--- src/rtl/pcm_pkg.sv ---
`default_nettype none
package pcm_pkg;
  // ---------------------------------------------------------------
  // register word indices (byte address is four times the index)
  // ---------------------------------------------------------------
  localparam logic [7:0] IDX_GCONF = 8'h00;
  localparam logic [7:0] IDX_RCONF = 8'h01;
  localparam logic [7:0] IDX_STATUS = 8'h0F;
  localparam logic [7:0] IDX_ACTUAL = 8'h21;
  localparam logic [7:0] IDX_COMPARE = 8'h32;
  localparam logic [7:0] IDX_VLEFT = 8'h33;
  localparam logic [7:0] IDX_VRIGHT = 8'h34;
  localparam logic [7:0] IDX_RANGE = 8'h36;
  localparam logic [7:0] IDX_TARGET = 8'h37;
  localparam logic [7:0] IDX_FRAC = 8'h7C;

  // ---------------------------------------------------------------
  // general_configuration bits
  // ---------------------------------------------------------------
  localparam int unsigned GC_POSMODE = 0;
  localparam int unsigned GC_PULL = 4;
  localparam int unsigned GC_WAND = 5;
  localparam int unsigned GC_REVRD = 6;
  localparam int unsigned GC_INVPOL = 16;

  // ---------------------------------------------------------------
  // reference_configuration bits
  // ---------------------------------------------------------------
  localparam int unsigned RC_ARR_SRC = 0;
  localparam int unsigned RC_CMP_SRC = 2;
  localparam int unsigned RC_CMP_SEL = 3;
  localparam int unsigned RC_CLR_AT = 5;
  localparam int unsigned RC_CIRC = 6;
  localparam int unsigned RC_VL_EN = 7;
  localparam int unsigned RC_VR_EN = 8;

  localparam logic [31:0] REG_RESET = 32'h0000_0000;

  typedef enum logic [1:0] {
    PCM_ARR_TARGET = 2'b00,
    PCM_ARR_VEL = 2'b01,
    PCM_ARR_UNDEF = 2'b10,
    PCM_ARR_CMP = 2'b11
  } pcm_arr_src_t;

  typedef enum logic [1:0] {
    PCM_CMP_POS_VAL = 2'b00,
    PCM_CMP_POS_HOME = 2'b01,
    PCM_CMP_POS_LATCH = 2'b10,
    PCM_CMP_REV_VAL = 2'b11
  } pcm_cmp_sel_t;
endpackage
`default_nettype wire

--- src/rtl/pcm_circ_pos.sv ---
`timescale 1ns/100ps
`default_nettype none
module pcm_circ_pos #(
  parameter int unsigned POS_W = 32,
  parameter int unsigned FRAC_W = 32
) (
  input wire logic clk_i,
  input wire logic rst_i,
  input wire logic step_i,
  input wire logic step_up_i,
  input wire logic load_i,
  input wire logic [POS_W-1:0] load_val_i,
  input wire logic clear_i,
  input wire logic circ_on_i,
  input wire logic [POS_W-1:0] range_i,
  input wire logic [FRAC_W-1:0] frac_i,
  output logic [POS_W-1:0] actual_o,
  output logic [POS_W-1:0] revs_o
);
  logic [POS_W-1:0] pos_reg;
  logic [POS_W-1:0] rev_reg;
  logic [FRAC_W-2:0] acc_reg;
  logic hold_reg;
  logic [1:0] left_reg;
  logic [1:0] extra;
  logic [POS_W-1:0] top_pos;
  logic [POS_W-1:0] bot_pos;
  logic at_top;
  logic at_bot;
  logic wrap;
  logic wrap_go;
  logic [FRAC_W:0] acc_sum;

  assign top_pos = range_i - POS_W'(1);
  assign bot_pos = POS_W'(~range_i + POS_W'(1));
  assign at_top = circ_on_i && step_up_i && (pos_reg == top_pos);
  assign at_bot = circ_on_i && !step_up_i && (pos_reg == bot_pos);
  // a load or clear wins over the step, so it must not count as a wrap
  assign wrap = step_i && !load_i && !clear_i && (at_top || at_bot);
  // increment is one integer bit and 31 fraction bits; the integer part of the sum
  // is the number of extra steps held at the wrap point (up to two)
  assign acc_sum = {2'b00, acc_reg} + {1'b0, frac_i};
  assign extra = acc_sum[FRAC_W:FRAC_W-1];
  assign wrap_go = wrap && (hold_reg ? (left_reg == 2'h0) : (extra == 2'h0));
  assign actual_o = pos_reg;
  assign revs_o = rev_reg;

  always_ff @(posedge clk_i) begin
    if (rst_i) begin
      pos_reg <= '0;
    end else if (load_i) begin
      pos_reg <= load_val_i;
    end else if (clear_i) begin
      pos_reg <= '0;
    end else if (step_i) begin
      if (wrap) begin
        if (wrap_go) begin
          pos_reg <= at_top ? bot_pos : top_pos;
        end
      end else begin
        pos_reg <= step_up_i ? pos_reg + POS_W'(1) : pos_reg - POS_W'(1);
      end
    end
  end

  always_ff @(posedge clk_i) begin
    if (rst_i || !circ_on_i) begin
      acc_reg <= '0;
      hold_reg <= 1'b0;
      left_reg <= 2'h0;
    end else if (wrap) begin
      if (!hold_reg) begin
        acc_reg <= acc_sum[FRAC_W-2:0];
        hold_reg <= (extra != 2'h0);
        left_reg <= extra - 2'h1;
      end else if (left_reg != 2'h0) begin
        left_reg <= left_reg - 2'h1;
      end else begin
        hold_reg <= 1'b0;
      end
    end
  end

  always_ff @(posedge clk_i) begin
    if (rst_i || !circ_on_i) begin
      rev_reg <= '0;
    end else if (wrap_go) begin
      rev_reg <= at_top ? rev_reg + POS_W'(1) : rev_reg - POS_W'(1);
    end
  end
endmodule // pcm_circ_pos
`default_nettype wire

--- src/rtl/pcm_position_supervisor.sv ---
// Behaviour
// - shared-line modes act only once the pull drive enable is set
// - wired-or: inactive level weak, active level strong
// - wired-and: inactive level strong, active level weak
// - arrival source 00 target, 01 velocity, 11 compare flag
// - continuous compare; equality sets flag and pulses event
// - compare event is offered as an interrupt source output
// - compare select picks one of four operand pairs
// - clear-at-arrival zeroes position, restarts ramp if target nonzero
// - target may change anytime; clear whenever position equals target
// - circular mode confines position to minus range .. range-1
// - stepping past either end lands on the opposite end
// - circular positioning takes shortest direction, across wrap if shorter
// - range register written at 0x36, write only
// - fractional register at 0x7C added per completed revolution
// - accumulator overflow holds position at wrap one or two extra steps (integer part of the sum)
// - revolution counter counts up and down on wraps
// - reads at 0x36 give latch, or revolution count when selected
// - revolution counter forced to zero while circular is off
// - both virtual limits enabled bound a blocking zone in circular mode
// - positioning avoids the blocking zone even on a longer path
// - reaching a zone limit starts the virtual-stop deceleration
// - zone: at/below left or at/above right, or/and by limit order
// - virtual-stop ramp uses the stop deceleration factor to zero
`timescale 1ns/100ps
`default_nettype none
module pcm_position_supervisor #(
  parameter int unsigned POS_W = 32
) (
  input wire logic clk_i,
  input wire logic rst_i,
  input wire logic wb_cyc_i,
  input wire logic wb_stb_i,
  input wire logic wb_we_i,
  input wire logic [9:0] wb_adr_i,
  input wire logic [3:0] wb_sel_i,
  input wire logic [31:0] wb_dat_i,
  output logic [31:0] wb_dat_o,
  output logic wb_ack_o,
  input wire logic step_i,
  input wire logic step_up_i,
  input wire logic vel_reached_i,
  input wire logic [POS_W-1:0] home_position_i,
  input wire logic [POS_W-1:0] latched_position_i,
  output logic [POS_W-1:0] actual_position_o,
  output logic dir_up_o,
  output logic restart_o,
  output logic vstop_decel_o,
  output logic cmp_event_o,
  output logic arrival_o,
  output logic arrival_oe_o,
  output logic arrival_strong_o
);
  // ---------------------------------------------------------------
  // register file
  // ---------------------------------------------------------------
  logic [31:0] gconf_reg;
  logic [31:0] rconf_reg;
  logic [POS_W-1:0] compare_reg;
  logic [POS_W-1:0] vleft_reg;
  logic [POS_W-1:0] vright_reg;
  logic [POS_W-1:0] range_reg;
  logic [POS_W-1:0] target_reg;
  logic [31:0] frac_reg;
  logic ack_reg;
  logic [31:0] dat_reg;
  logic [31:0] dat_next;
  logic req;
  logic wr;
  logic [7:0] idx;
  logic load_pos;
  logic [POS_W-1:0] actual;
  logic [POS_W-1:0] revs;

  function automatic logic [31:0] wmerge(input logic [31:0] old_v, input logic [31:0] new_v,
                                         input logic [3:0] sel);
    logic [31:0] r;
    r = old_v;
    for (int b = 0; b < 4; b++) begin
      if (sel[b]) begin
        r[8*b +: 8] = new_v[8*b +: 8];
      end
    end
    return r;
  endfunction

  assign req = wb_cyc_i && wb_stb_i && !ack_reg;
  assign wr = req && wb_we_i;
  assign idx = wb_adr_i[9:2];
  assign load_pos = wr && (idx == pcm_pkg::IDX_ACTUAL);

  always_ff @(posedge clk_i) begin
    if (rst_i) begin
      gconf_reg <= pcm_pkg::REG_RESET;
      rconf_reg <= pcm_pkg::REG_RESET;
      compare_reg <= '0;
      vleft_reg <= '0;
      vright_reg <= '0;
      range_reg <= '0;
      target_reg <= '0;
      frac_reg <= pcm_pkg::REG_RESET;
    end else if (wr) begin
      case (idx)
        pcm_pkg::IDX_GCONF: gconf_reg <= wmerge(gconf_reg, wb_dat_i, wb_sel_i);
        pcm_pkg::IDX_RCONF: rconf_reg <= wmerge(rconf_reg, wb_dat_i, wb_sel_i);
        pcm_pkg::IDX_COMPARE: compare_reg <= wmerge(compare_reg, wb_dat_i, wb_sel_i);
        pcm_pkg::IDX_VLEFT: vleft_reg <= wmerge(vleft_reg, wb_dat_i, wb_sel_i);
        pcm_pkg::IDX_VRIGHT: vright_reg <= wmerge(vright_reg, wb_dat_i, wb_sel_i);
        pcm_pkg::IDX_RANGE: range_reg <= wmerge(range_reg, wb_dat_i, wb_sel_i);
        pcm_pkg::IDX_TARGET: target_reg <= wmerge(target_reg, wb_dat_i, wb_sel_i);
        pcm_pkg::IDX_FRAC: frac_reg <= wmerge(frac_reg, wb_dat_i, wb_sel_i);
        default: begin
        end
      endcase
    end
  end

  // ---------------------------------------------------------------
  // control decode
  // ---------------------------------------------------------------
  logic posmode;
  logic circ_on;
  logic at_target;
  logic cmp_hit;
  logic zone_on;
  logic in_zone;
  logic clr_req;
  logic fwd_up;
  logic short_up;
  logic crosses;
  logic dir_next;
  logic arr_active;
  logic arr_pull;
  logic arr_wand;
  logic [POS_W:0] diff;
  logic [POS_W:0] range_ext;
  logic [POS_W-1:0] lo_pos;
  logic [POS_W-1:0] hi_pos;
  logic [1:0] cmp_sel;
  logic [1:0] arr_src;
  logic cmp_flag_reg;

  assign posmode = gconf_reg[pcm_pkg::GC_POSMODE];
  assign arr_pull = gconf_reg[pcm_pkg::GC_PULL];
  assign arr_wand = gconf_reg[pcm_pkg::GC_WAND];
  assign cmp_sel = rconf_reg[pcm_pkg::RC_CMP_SEL +: 2];
  assign arr_src = rconf_reg[pcm_pkg::RC_ARR_SRC +: 2];
  assign circ_on = rconf_reg[pcm_pkg::RC_CIRC] && (range_reg != '0);
  assign at_target = (actual == target_reg);
  assign clr_req = posmode && rconf_reg[pcm_pkg::RC_CLR_AT] && at_target;
  assign zone_on = circ_on && rconf_reg[pcm_pkg::RC_VL_EN] && rconf_reg[pcm_pkg::RC_VR_EN];

  always_comb begin
    if ($signed(vleft_reg) < $signed(vright_reg)) begin
      in_zone = ($signed(actual) <= $signed(vleft_reg)) || ($signed(actual) >= $signed(vright_reg));
    end else begin
      in_zone = ($signed(actual) <= $signed(vleft_reg)) && ($signed(actual) >= $signed(vright_reg));
    end
  end

  always_comb begin
    case (cmp_sel)
      pcm_pkg::PCM_CMP_POS_VAL: cmp_hit = (actual == compare_reg);
      pcm_pkg::PCM_CMP_POS_HOME: cmp_hit = (actual == home_position_i);
      pcm_pkg::PCM_CMP_POS_LATCH: cmp_hit = (actual == latched_position_i);
      pcm_pkg::PCM_CMP_REV_VAL: cmp_hit = (revs == compare_reg);
      default: cmp_hit = 1'b0;
    endcase
  end

  // ---------------------------------------------------------------
  // direction choice
  // ---------------------------------------------------------------
  assign diff = {target_reg[POS_W-1], target_reg} - {actual[POS_W-1], actual};
  assign range_ext = {1'b0, range_reg};
  assign fwd_up = $signed(target_reg) > $signed(actual);
  assign lo_pos = fwd_up ? actual : target_reg;
  assign hi_pos = fwd_up ? target_reg : actual;
  assign crosses = ($signed(lo_pos) <= $signed(vleft_reg)) && ($signed(hi_pos) >= $signed(vright_reg));

  always_comb begin
    if ($signed(diff) > $signed(range_ext)) begin
      short_up = 1'b0;
    end else if ($signed(diff) < -$signed(range_ext)) begin
      short_up = 1'b1;
    end else begin
      short_up = fwd_up;
    end
  end

  // avoid the zone even if longer
  always_comb begin
    if (!circ_on) begin
      dir_next = fwd_up;
    end else if (zone_on) begin
      // a zone around the wrap point forbids wrapping; an inner zone forces it when crossed
      if ($signed(vleft_reg) < $signed(vright_reg)) begin
        dir_next = fwd_up;
      end else begin
        dir_next = crosses ? !fwd_up : fwd_up;
      end
    end else begin
      dir_next = short_up;
    end
  end

  // ---------------------------------------------------------------
  // position counter
  // ---------------------------------------------------------------
  pcm_circ_pos #(
    .POS_W(POS_W),
    .FRAC_W(32)
  ) u_pos (
    .clk_i(clk_i),
    .rst_i(rst_i),
    .step_i(step_i),
    .step_up_i(step_up_i),
    .load_i(load_pos),
    .load_val_i(wb_dat_i[POS_W-1:0]),
    .clear_i(clr_req),
    .circ_on_i(circ_on),
    .range_i(range_reg),
    .frac_i(frac_reg),
    .actual_o(actual),
    .revs_o(revs)
  );
  assign actual_position_o = actual;

  // ---------------------------------------------------------------
  // motion outputs
  // ---------------------------------------------------------------
  logic restart_reg;
  logic vstop_reg;
  logic dir_reg;
  logic cmp_event_reg;

  always_ff @(posedge clk_i) begin
    if (rst_i) begin
      dir_reg <= 1'b0;
      restart_reg <= 1'b0;
      vstop_reg <= 1'b0;
    end else begin
      dir_reg <= dir_next;
      restart_reg <= clr_req && (target_reg != '0);
      // start virtual-stop ramp; ramp unit uses stop factor
      vstop_reg <= zone_on && in_zone;
    end
  end

  // compare flag and event; event offered as interrupt source
  always_ff @(posedge clk_i) begin
    if (rst_i) begin
      cmp_flag_reg <= 1'b0;
      cmp_event_reg <= 1'b0;
    end else begin
      cmp_flag_reg <= cmp_hit;
      cmp_event_reg <= cmp_hit && !cmp_flag_reg;
    end
  end

  assign dir_up_o = dir_reg;
  assign restart_o = restart_reg;
  assign vstop_decel_o = vstop_reg;
  assign cmp_event_o = cmp_event_reg;

  // ---------------------------------------------------------------
  // arrival pin
  // ---------------------------------------------------------------
  logic arr_level_reg;
  logic arr_strong_reg;
  logic arr_oe_reg;

  // one flag forwarded; code 10 as target
  always_comb begin
    case (arr_src)
      pcm_pkg::PCM_ARR_TARGET: arr_active = at_target;
      pcm_pkg::PCM_ARR_VEL: arr_active = vel_reached_i;
      pcm_pkg::PCM_ARR_UNDEF: arr_active = at_target;
      pcm_pkg::PCM_ARR_CMP: arr_active = cmp_flag_reg;
      default: arr_active = at_target;
    endcase
  end

  always_ff @(posedge clk_i) begin
    if (rst_i) begin
      arr_level_reg <= 1'b0;
      arr_strong_reg <= 1'b0;
      arr_oe_reg <= 1'b0;
    end else begin
      arr_oe_reg <= 1'b1;
      arr_level_reg <= arr_active ^ gconf_reg[pcm_pkg::GC_INVPOL];
      // plain push-pull until the pull drive is enabled
      if (!arr_pull) begin
        arr_strong_reg <= 1'b1;
      end else if (arr_wand) begin
        arr_strong_reg <= !arr_active;
      end else begin
        arr_strong_reg <= arr_active;
      end
    end
  end

  assign arrival_o = arr_level_reg;
  assign arrival_strong_o = arr_strong_reg;
  assign arrival_oe_o = arr_oe_reg;

  // ---------------------------------------------------------------
  // bus read and acknowledge
  // ---------------------------------------------------------------
  always_comb begin
    dat_next = 32'h0000_0000;
    case (idx)
      pcm_pkg::IDX_GCONF: dat_next = gconf_reg;
      pcm_pkg::IDX_RCONF: dat_next = rconf_reg;
      pcm_pkg::IDX_STATUS: dat_next = {27'h000_0000, vstop_reg, in_zone, cmp_flag_reg,
                                       vel_reached_i, at_target};
      pcm_pkg::IDX_ACTUAL: dat_next = actual;
      pcm_pkg::IDX_COMPARE: dat_next = compare_reg;
      pcm_pkg::IDX_VLEFT: dat_next = vleft_reg;
      pcm_pkg::IDX_VRIGHT: dat_next = vright_reg;
      pcm_pkg::IDX_RANGE: dat_next = gconf_reg[pcm_pkg::GC_REVRD] ? revs : latched_position_i;
      pcm_pkg::IDX_TARGET: dat_next = target_reg;
      pcm_pkg::IDX_FRAC: dat_next = frac_reg;
      default: dat_next = 32'h0000_0000;
    endcase
  end

  // unmapped addresses still ack so a stray access cannot hang the bus
  always_ff @(posedge clk_i) begin
    if (rst_i) begin
      ack_reg <= 1'b0;
      dat_reg <= 32'h0000_0000;
    end else begin
      ack_reg <= req;
      if (req && !wb_we_i) begin
        dat_reg <= dat_next;
      end
    end
  end

  assign wb_ack_o = ack_reg;
  assign wb_dat_o = dat_reg;
endmodule // pcm_position_supervisor
`default_nettype wire

--- config.mk ---
export PLATFORM = sky130hd
export DESIGN_NAME = pcm_position_supervisor
export DESIGN_NICKNAME = d
export VERILOG_FILES = /design/src/rtl/pcm_pkg.sv /design/src/rtl/pcm_circ_pos.sv /design/src/rtl/pcm_position_supervisor.sv
export SDC_FILE = /design/constraint.sdc
export NUM_CORES = 2
export LEC_CHECK = 0
export BUFFER_PORTS_ARGS = -buffer_cell sky130_fd_sc_hd__buf_2
export CAP_MARGIN = 40
export CORE_AREA = 3 3 263 265
export DETAILED_ROUTE_END_ITERATION = 6
export DIE_AREA = 0 0 266 268
export PLACE_DENSITY = 0.77
export SKIP_CTS_REPAIR_TIMING = 1
export SYNTH_ARGS = -nofsm -noshare
export SYNTH_HDL_FRONTEND = slang
export SYNTH_SLANG_ARGS = --single-unit
--- constraint.sdc ---
create_clock -name clk_i -period 15 [get_ports clk_i]
set_input_delay 3.75 -clock clk_i [delete_from_list [all_inputs] [get_ports clk_i]]
set_output_delay 3.75 -clock clk_i [all_outputs]
set_load 0.03 [all_outputs]
* Yosys cells after proc, flatten, opt, wreduce, memory -nomap -nowiden
Index checks and enable logic that the tools add are counted.
** Cells by class
- Add/sub/neg operators :: 11
- Order comparisons :: 8
- Eq/ne operators :: 24
- Mux-type cells :: 29
- Bitwise logic cells :: 3
- Reductions and logical operators :: 81
** Operators with widths (count)
- two-way mux 32 bit :: 11
- case mux 32 bit (10 select lines) :: 1
- == test 32 bit :: 7
- adder 32 x 1 -> 32 bit, second input constant :: 3
- AND reduction 3 bit :: 32
- subtractor 32 x 1 -> 32 bit, second input constant :: 3
- >= comparator 32 bit :: 2
- less-or-equal comparator 32 bit :: 2
- nonzero test 32 bit :: 2
- == test 8 x 6 -> 1 bit, second input constant :: 6
- adder 31 x 32 -> 33 bit :: 1
- greater-than comparator 33 bit :: 1
- less-than comparator 33 bit :: 1
- negator 32 -> 33 bit :: 1
- subtractor 32 x 32 -> 33 bit :: 1
- greater-than comparator 32 bit :: 1
- less-than comparator 32 bit :: 1
- inverter 32 bit :: 1
- logical AND 1 bit :: 23
- two-way mux 1 bit :: 13
- zero test 1 bit :: 9
- == test 2 bit, second input constant :: 4
- == test 8 x 1 -> 1 bit, second input constant :: 1
- == test 8 x 4 -> 1 bit, second input constant :: 1
- 17 further kinds :: 28
** Storage, ports and cells
- Register bits :: 395
- Output and inout bits :: 72
- Word-level logic and storage cells :: 203

* Longest topological paths before layout
- Word-level depth :: 14
- Depth in mapped cells :: 28
- Mapped depth without buffers :: 25

* Hierarchy
From an unflattened synthesis, not the netlist that was laid out.
** Unflattened totals
- Cells, all modules :: 4326
- Area, all modules :: 33574.7 µm²
** By module, submodules not included
- pcm_position_supervisor :: instances 1, cells an instance 2863, area an instance 22297.6 µm²
- pcm_circ_pos :: instances 1, cells an instance 1463, area an instance 11277.1 µm²

* Worst setup path after synthesis
Ideal clock, no wire load.
- Kind :: input -> register
- Start point :: input step_up_i
- End point :: register u_pos.rev_reg[29], in the netlist u_pos.revs_o[29]
- Data arrival time :: 8144 ps
- Path slack :: 6770 ps
- Stages :: 18
- Path buffers :: 0
- Cell sequence :: nand4_1 -> nor4b_1 -> o2111ai_1 -> nand4bb_1 -> nor4b_1 -> nand2_1 -> ha_1 -> o21ai_0 -> a21bo_2 -> a221o_1 -> o31a_1 -> o211ai_1 -> a31oi_1 -> o21bai_1 -> a21oi_1 -> o31ai_1 -> xnor2_1 -> a211oi_1
** On the way
- Word-level cells in the longest chain between the ends :: 6
** RTL lines
- start: declaration :: RTL line pcm_position_supervisor.sv:41 : input wire logic step_up_i,
- zero test 1 bit :: RTL line pcm_circ_pos.sv:37 : assign at_bot = circ_on_i && !step_up_i && (pos_reg == bot_pos);
- logical AND 1 bit (2 in series) :: RTL line pcm_circ_pos.sv:37
- logical OR 1 bit :: RTL line pcm_circ_pos.sv:39 : assign wrap = step_i && !load_i && !clear_i && (at_top || at_bot);
- logical AND 1 bit :: RTL line pcm_circ_pos.sv:39
- logical AND 1 bit :: RTL line pcm_circ_pos.sv:44 : assign wrap_go = wrap && (hold_reg ? (left_reg == 2'h0) : (extra == 2'h0));
- end signal: assignment :: RTL line pcm_circ_pos.sv:88 : rev_reg <= at_top ? rev_reg + POS_W'(1) : rev_reg - POS_W'(1);
- end: declaration :: RTL line pcm_circ_pos.sv:21 : logic [POS_W-1:0] rev_reg;
Parallel ways exist; a longest one is shown, timed or not.
A chain may end at the register's enable or synchronous reset.

* Worst setup path after layout
- Start point :: input step_up_i
- End point :: register u_pos.rev_reg[28], in the netlist u_pos.revs_o[28]
Same word-level chain as after synthesis.

==> flow_summary.yaml <==
status:
  outcome: "finished with violations"
  violations: "DRC"
die:
  start_util_pct: 48.8
  die_height_um: 268
  rows: 95
  die_w_um: 266
  dieArea_sq_um: 71300
  coreArea_sq_um: 67000
  num_io_pins: 190
route:
  drt-wirelength-per-cell_um: 25.1
  drc: 15
  dr.pass1.iters: 7
  vias: 33300
  via_per_inst: 6.44
  ant_nets: 0
  routed_wl_um: 130000
  first_iter_violations: 4269
timing:
  drv_slew: 0
  hold_violations: 0
  fin_crit_ns: 8.76
  slew_headroom_pct: 38.0
  setup_viol: 0
  period_share_pct: 58.4
  max_clock_freq_ghz: 0.114
  skew_ns: 0.0317
  whs_ns: 0.456
  rsz0062_at_grt: "false"
  tightest_slew_ns: 0.924
  tns_ns: 0
critical_path:
  crit_path_max_fanout: 31
  crit_family: "compound AO/OA/AOI/OAI gates"
  r2r_slack_ns: 6.77
  startpoint_type: "primary input"
  crit_cells: 20
  cp_data_required_time_ns: 15.51
  regToRegEndpoint: "dir_up_o"
  criticalPathCategory: "primary input to register"
  cp.arrival_ns: 9.28
  path_cells: "buf_2, nand4_1, nor4b_1, o2111ai_1, nand4bb_1, nor4b_1, nand2_1, buf_4, fa_1, a21o_1, a211oi_1, o21ai_0, a221oi_1, a211o_1, a31oi_1, a41oi_1, o21bai_1, xor2_1, nand2_1, a21oi_1"
  r2r_start: "target_reg[7]"
  worstSetupEndpointType: "register"
  r2r_cells: 22
  critPathMaxStageDelay_ns: 0.75
  crit_buf_inv: 2
  slowest_stage: "a221oi_1"
worst_hold_path:
  hold_depth: 2
  min_path_type: "register to register"
  hold_end: "rconf_reg[24]"
  worstHoldStart: "rconf_reg[24]"
layout:
  utilization_pct: 53.9
  area_growth_syn_to_layout_pct: 10.5
  regArea_sq_um: 7910
  multi_input_area_sq_um: 23300
  layout.nets: 4721
  final_layout_size_suffix_gt1_share_pct: 11.2
  nFillCells: 6330
clock_tree:
  clk_transition_reported_paths_ns: 0.06
  clkLatencyLatePin_ns: 0.62
  cts_buffers: 46
  clockBufferDepth: 3
  h-tree-depth: 2
  root_buffer: "clkbuf_16"
  cts_tree: "done"
  cts.sinks: 395
logic_synthesis:
  synth_area_leaders: "dfxtp_1, ha_1, nand2_1, a21oi_1, mux2i_1"
  synth_edf_count: 0
  synth_top_cells_by_count: "nand2_1, a21oi_1, dfxtp_1"
  synth_ff_type: "dfxtp_1"
  synth_seq_area_share_pct: 24.2
  synth_top_area_share_pct: 24.2
  ys_ff_latch: 395
  syn_avg_cell_area_sq_um: 7.84
  yosysTopAreaCell: "dfxtp_1"
  syn_inst: 4172
  synthArstFlopShare_pct: 0
  synth_cell_types: 94
  yosys.cell_count.top_type: "nand2_1"
  synth_warnings: 0
  syn_nets: 4643
  syn_area_sq_um: 32700
global_route:
  grt_pass1_vias: 29800
  antenna_found_initial: 5
  overflow: 0
  grt_pass1_wl_um: 189000
  track_usage_pct: 34.8
  use_met3_pct: 7.04
  use_met2_pct: 52.8
  grt_max_degree: 96
  use_met1_pct: 46.2
  busiest_layer: "met2"
placed_design:
  gp_congestion: 1.06
  port_buffers: 187
  dp_hpwl_um: 99300
power:
  p_per_area_nw_per_um2: 86.5
  ir_drop_mv: 0.0620
  p_leak_nw: 14.3
flow_run:
  drv_cap: 0
-- routing by layer --
metal  share of wire, %  wire length [um]
met2                 42             54900
met1                 40             51400
met3                 11             14600
met5              0.011                14
met4                6.8              8810
-- worst max-delay path by stage --
stage                             endpoint       from  slack [ns]
after detailed placement  u_pos.revs_o[28]  step_up_i        5.94
after global placement    u_pos.revs_o[28]  step_up_i        6.00
after CTS                 u_pos.revs_o[28]  step_up_i        6.55
final                     u_pos.revs_o[28]  step_up_i        6.24
after floorplan           u_pos.revs_o[29]  step_up_i        6.77
after global routing      u_pos.revs_o[28]  step_up_i        5.90
-- where the power goes --
group          leakage [nW]  switching, mW  total (mW)  internal, mW
clock                 0.834          0.502        1.26         0.759
combinational          10.2          0.489       0.791         0.302
sequential             3.19         0.0135        1.07          1.06
-- cells in the final DEF (no fill, tap or decap), types with 67 or more instances in the layout --
master / count
xnor2_1: 189
ha_1: 347
mux2i_1: 188
nand2_1: 624
mux2_2: 90
buf_4: 72
xor2_1: 67
dfxtp_1: 394
nand4_1: 80
nor3_1: 73
nor2_1: 273
buf_2: 186
inv_1: 168
o21ai_0: 220
a21o_1: 99
a21oi_1: 461
-- worst min-delay path, cell delays in order, from the launching register on --
cell and delay [ns]:
dfxtp_1 0.31, nand2_1 0.05, a21oi_1 0.05
-- cell families (layout without fill, tap and decap cells) --
logic type / count (synthesis) / count (layout) / share of synthesized area, %
flops: 395 / 395 / 24.2
fa+ha+maj: 354 / 354 / 13.6
compound gates: 1132 / 1132 / 21.4
buf+inv: 402 / 516 / 4.88
mux: 278 / 278 / 8.85
xor+xnor: 278 / 278 / 8.35
other cells: 0 / 3 / 0
simple gates: 1333 / 1333 / 18.7
-- cell type report --
type / count / area share [%]
Multi-Input combinational cell: 3375 / 64.3
Sequential cell: 395 / 21.9
Timing Repair Buffer: 263 / 4.27
Clock buffer: 66 / 3.89
Tap cell: 873 / 3.02
Inverter: 169 / 1.75
Clock inverter: 18 / 0.827
Antenna cell: 3 / 0.0208
-- per-stage QoR --
stage	setup WS (ns)	power [mW]	std cells	cell area, sq um
3_3_place_gp	6.00	1.85	5068	34400
4_1_cts	6.55	3.10	5157	36100
3_5_place_dp	5.94	1.85	5073	34400
5_1_grt	5.90	3.23	5159	36100
2_1_floorplan	6.77	1.61	4172	32700
6_report	6.24	3.13	5162	36200
(Power assumes the default switching activity.)
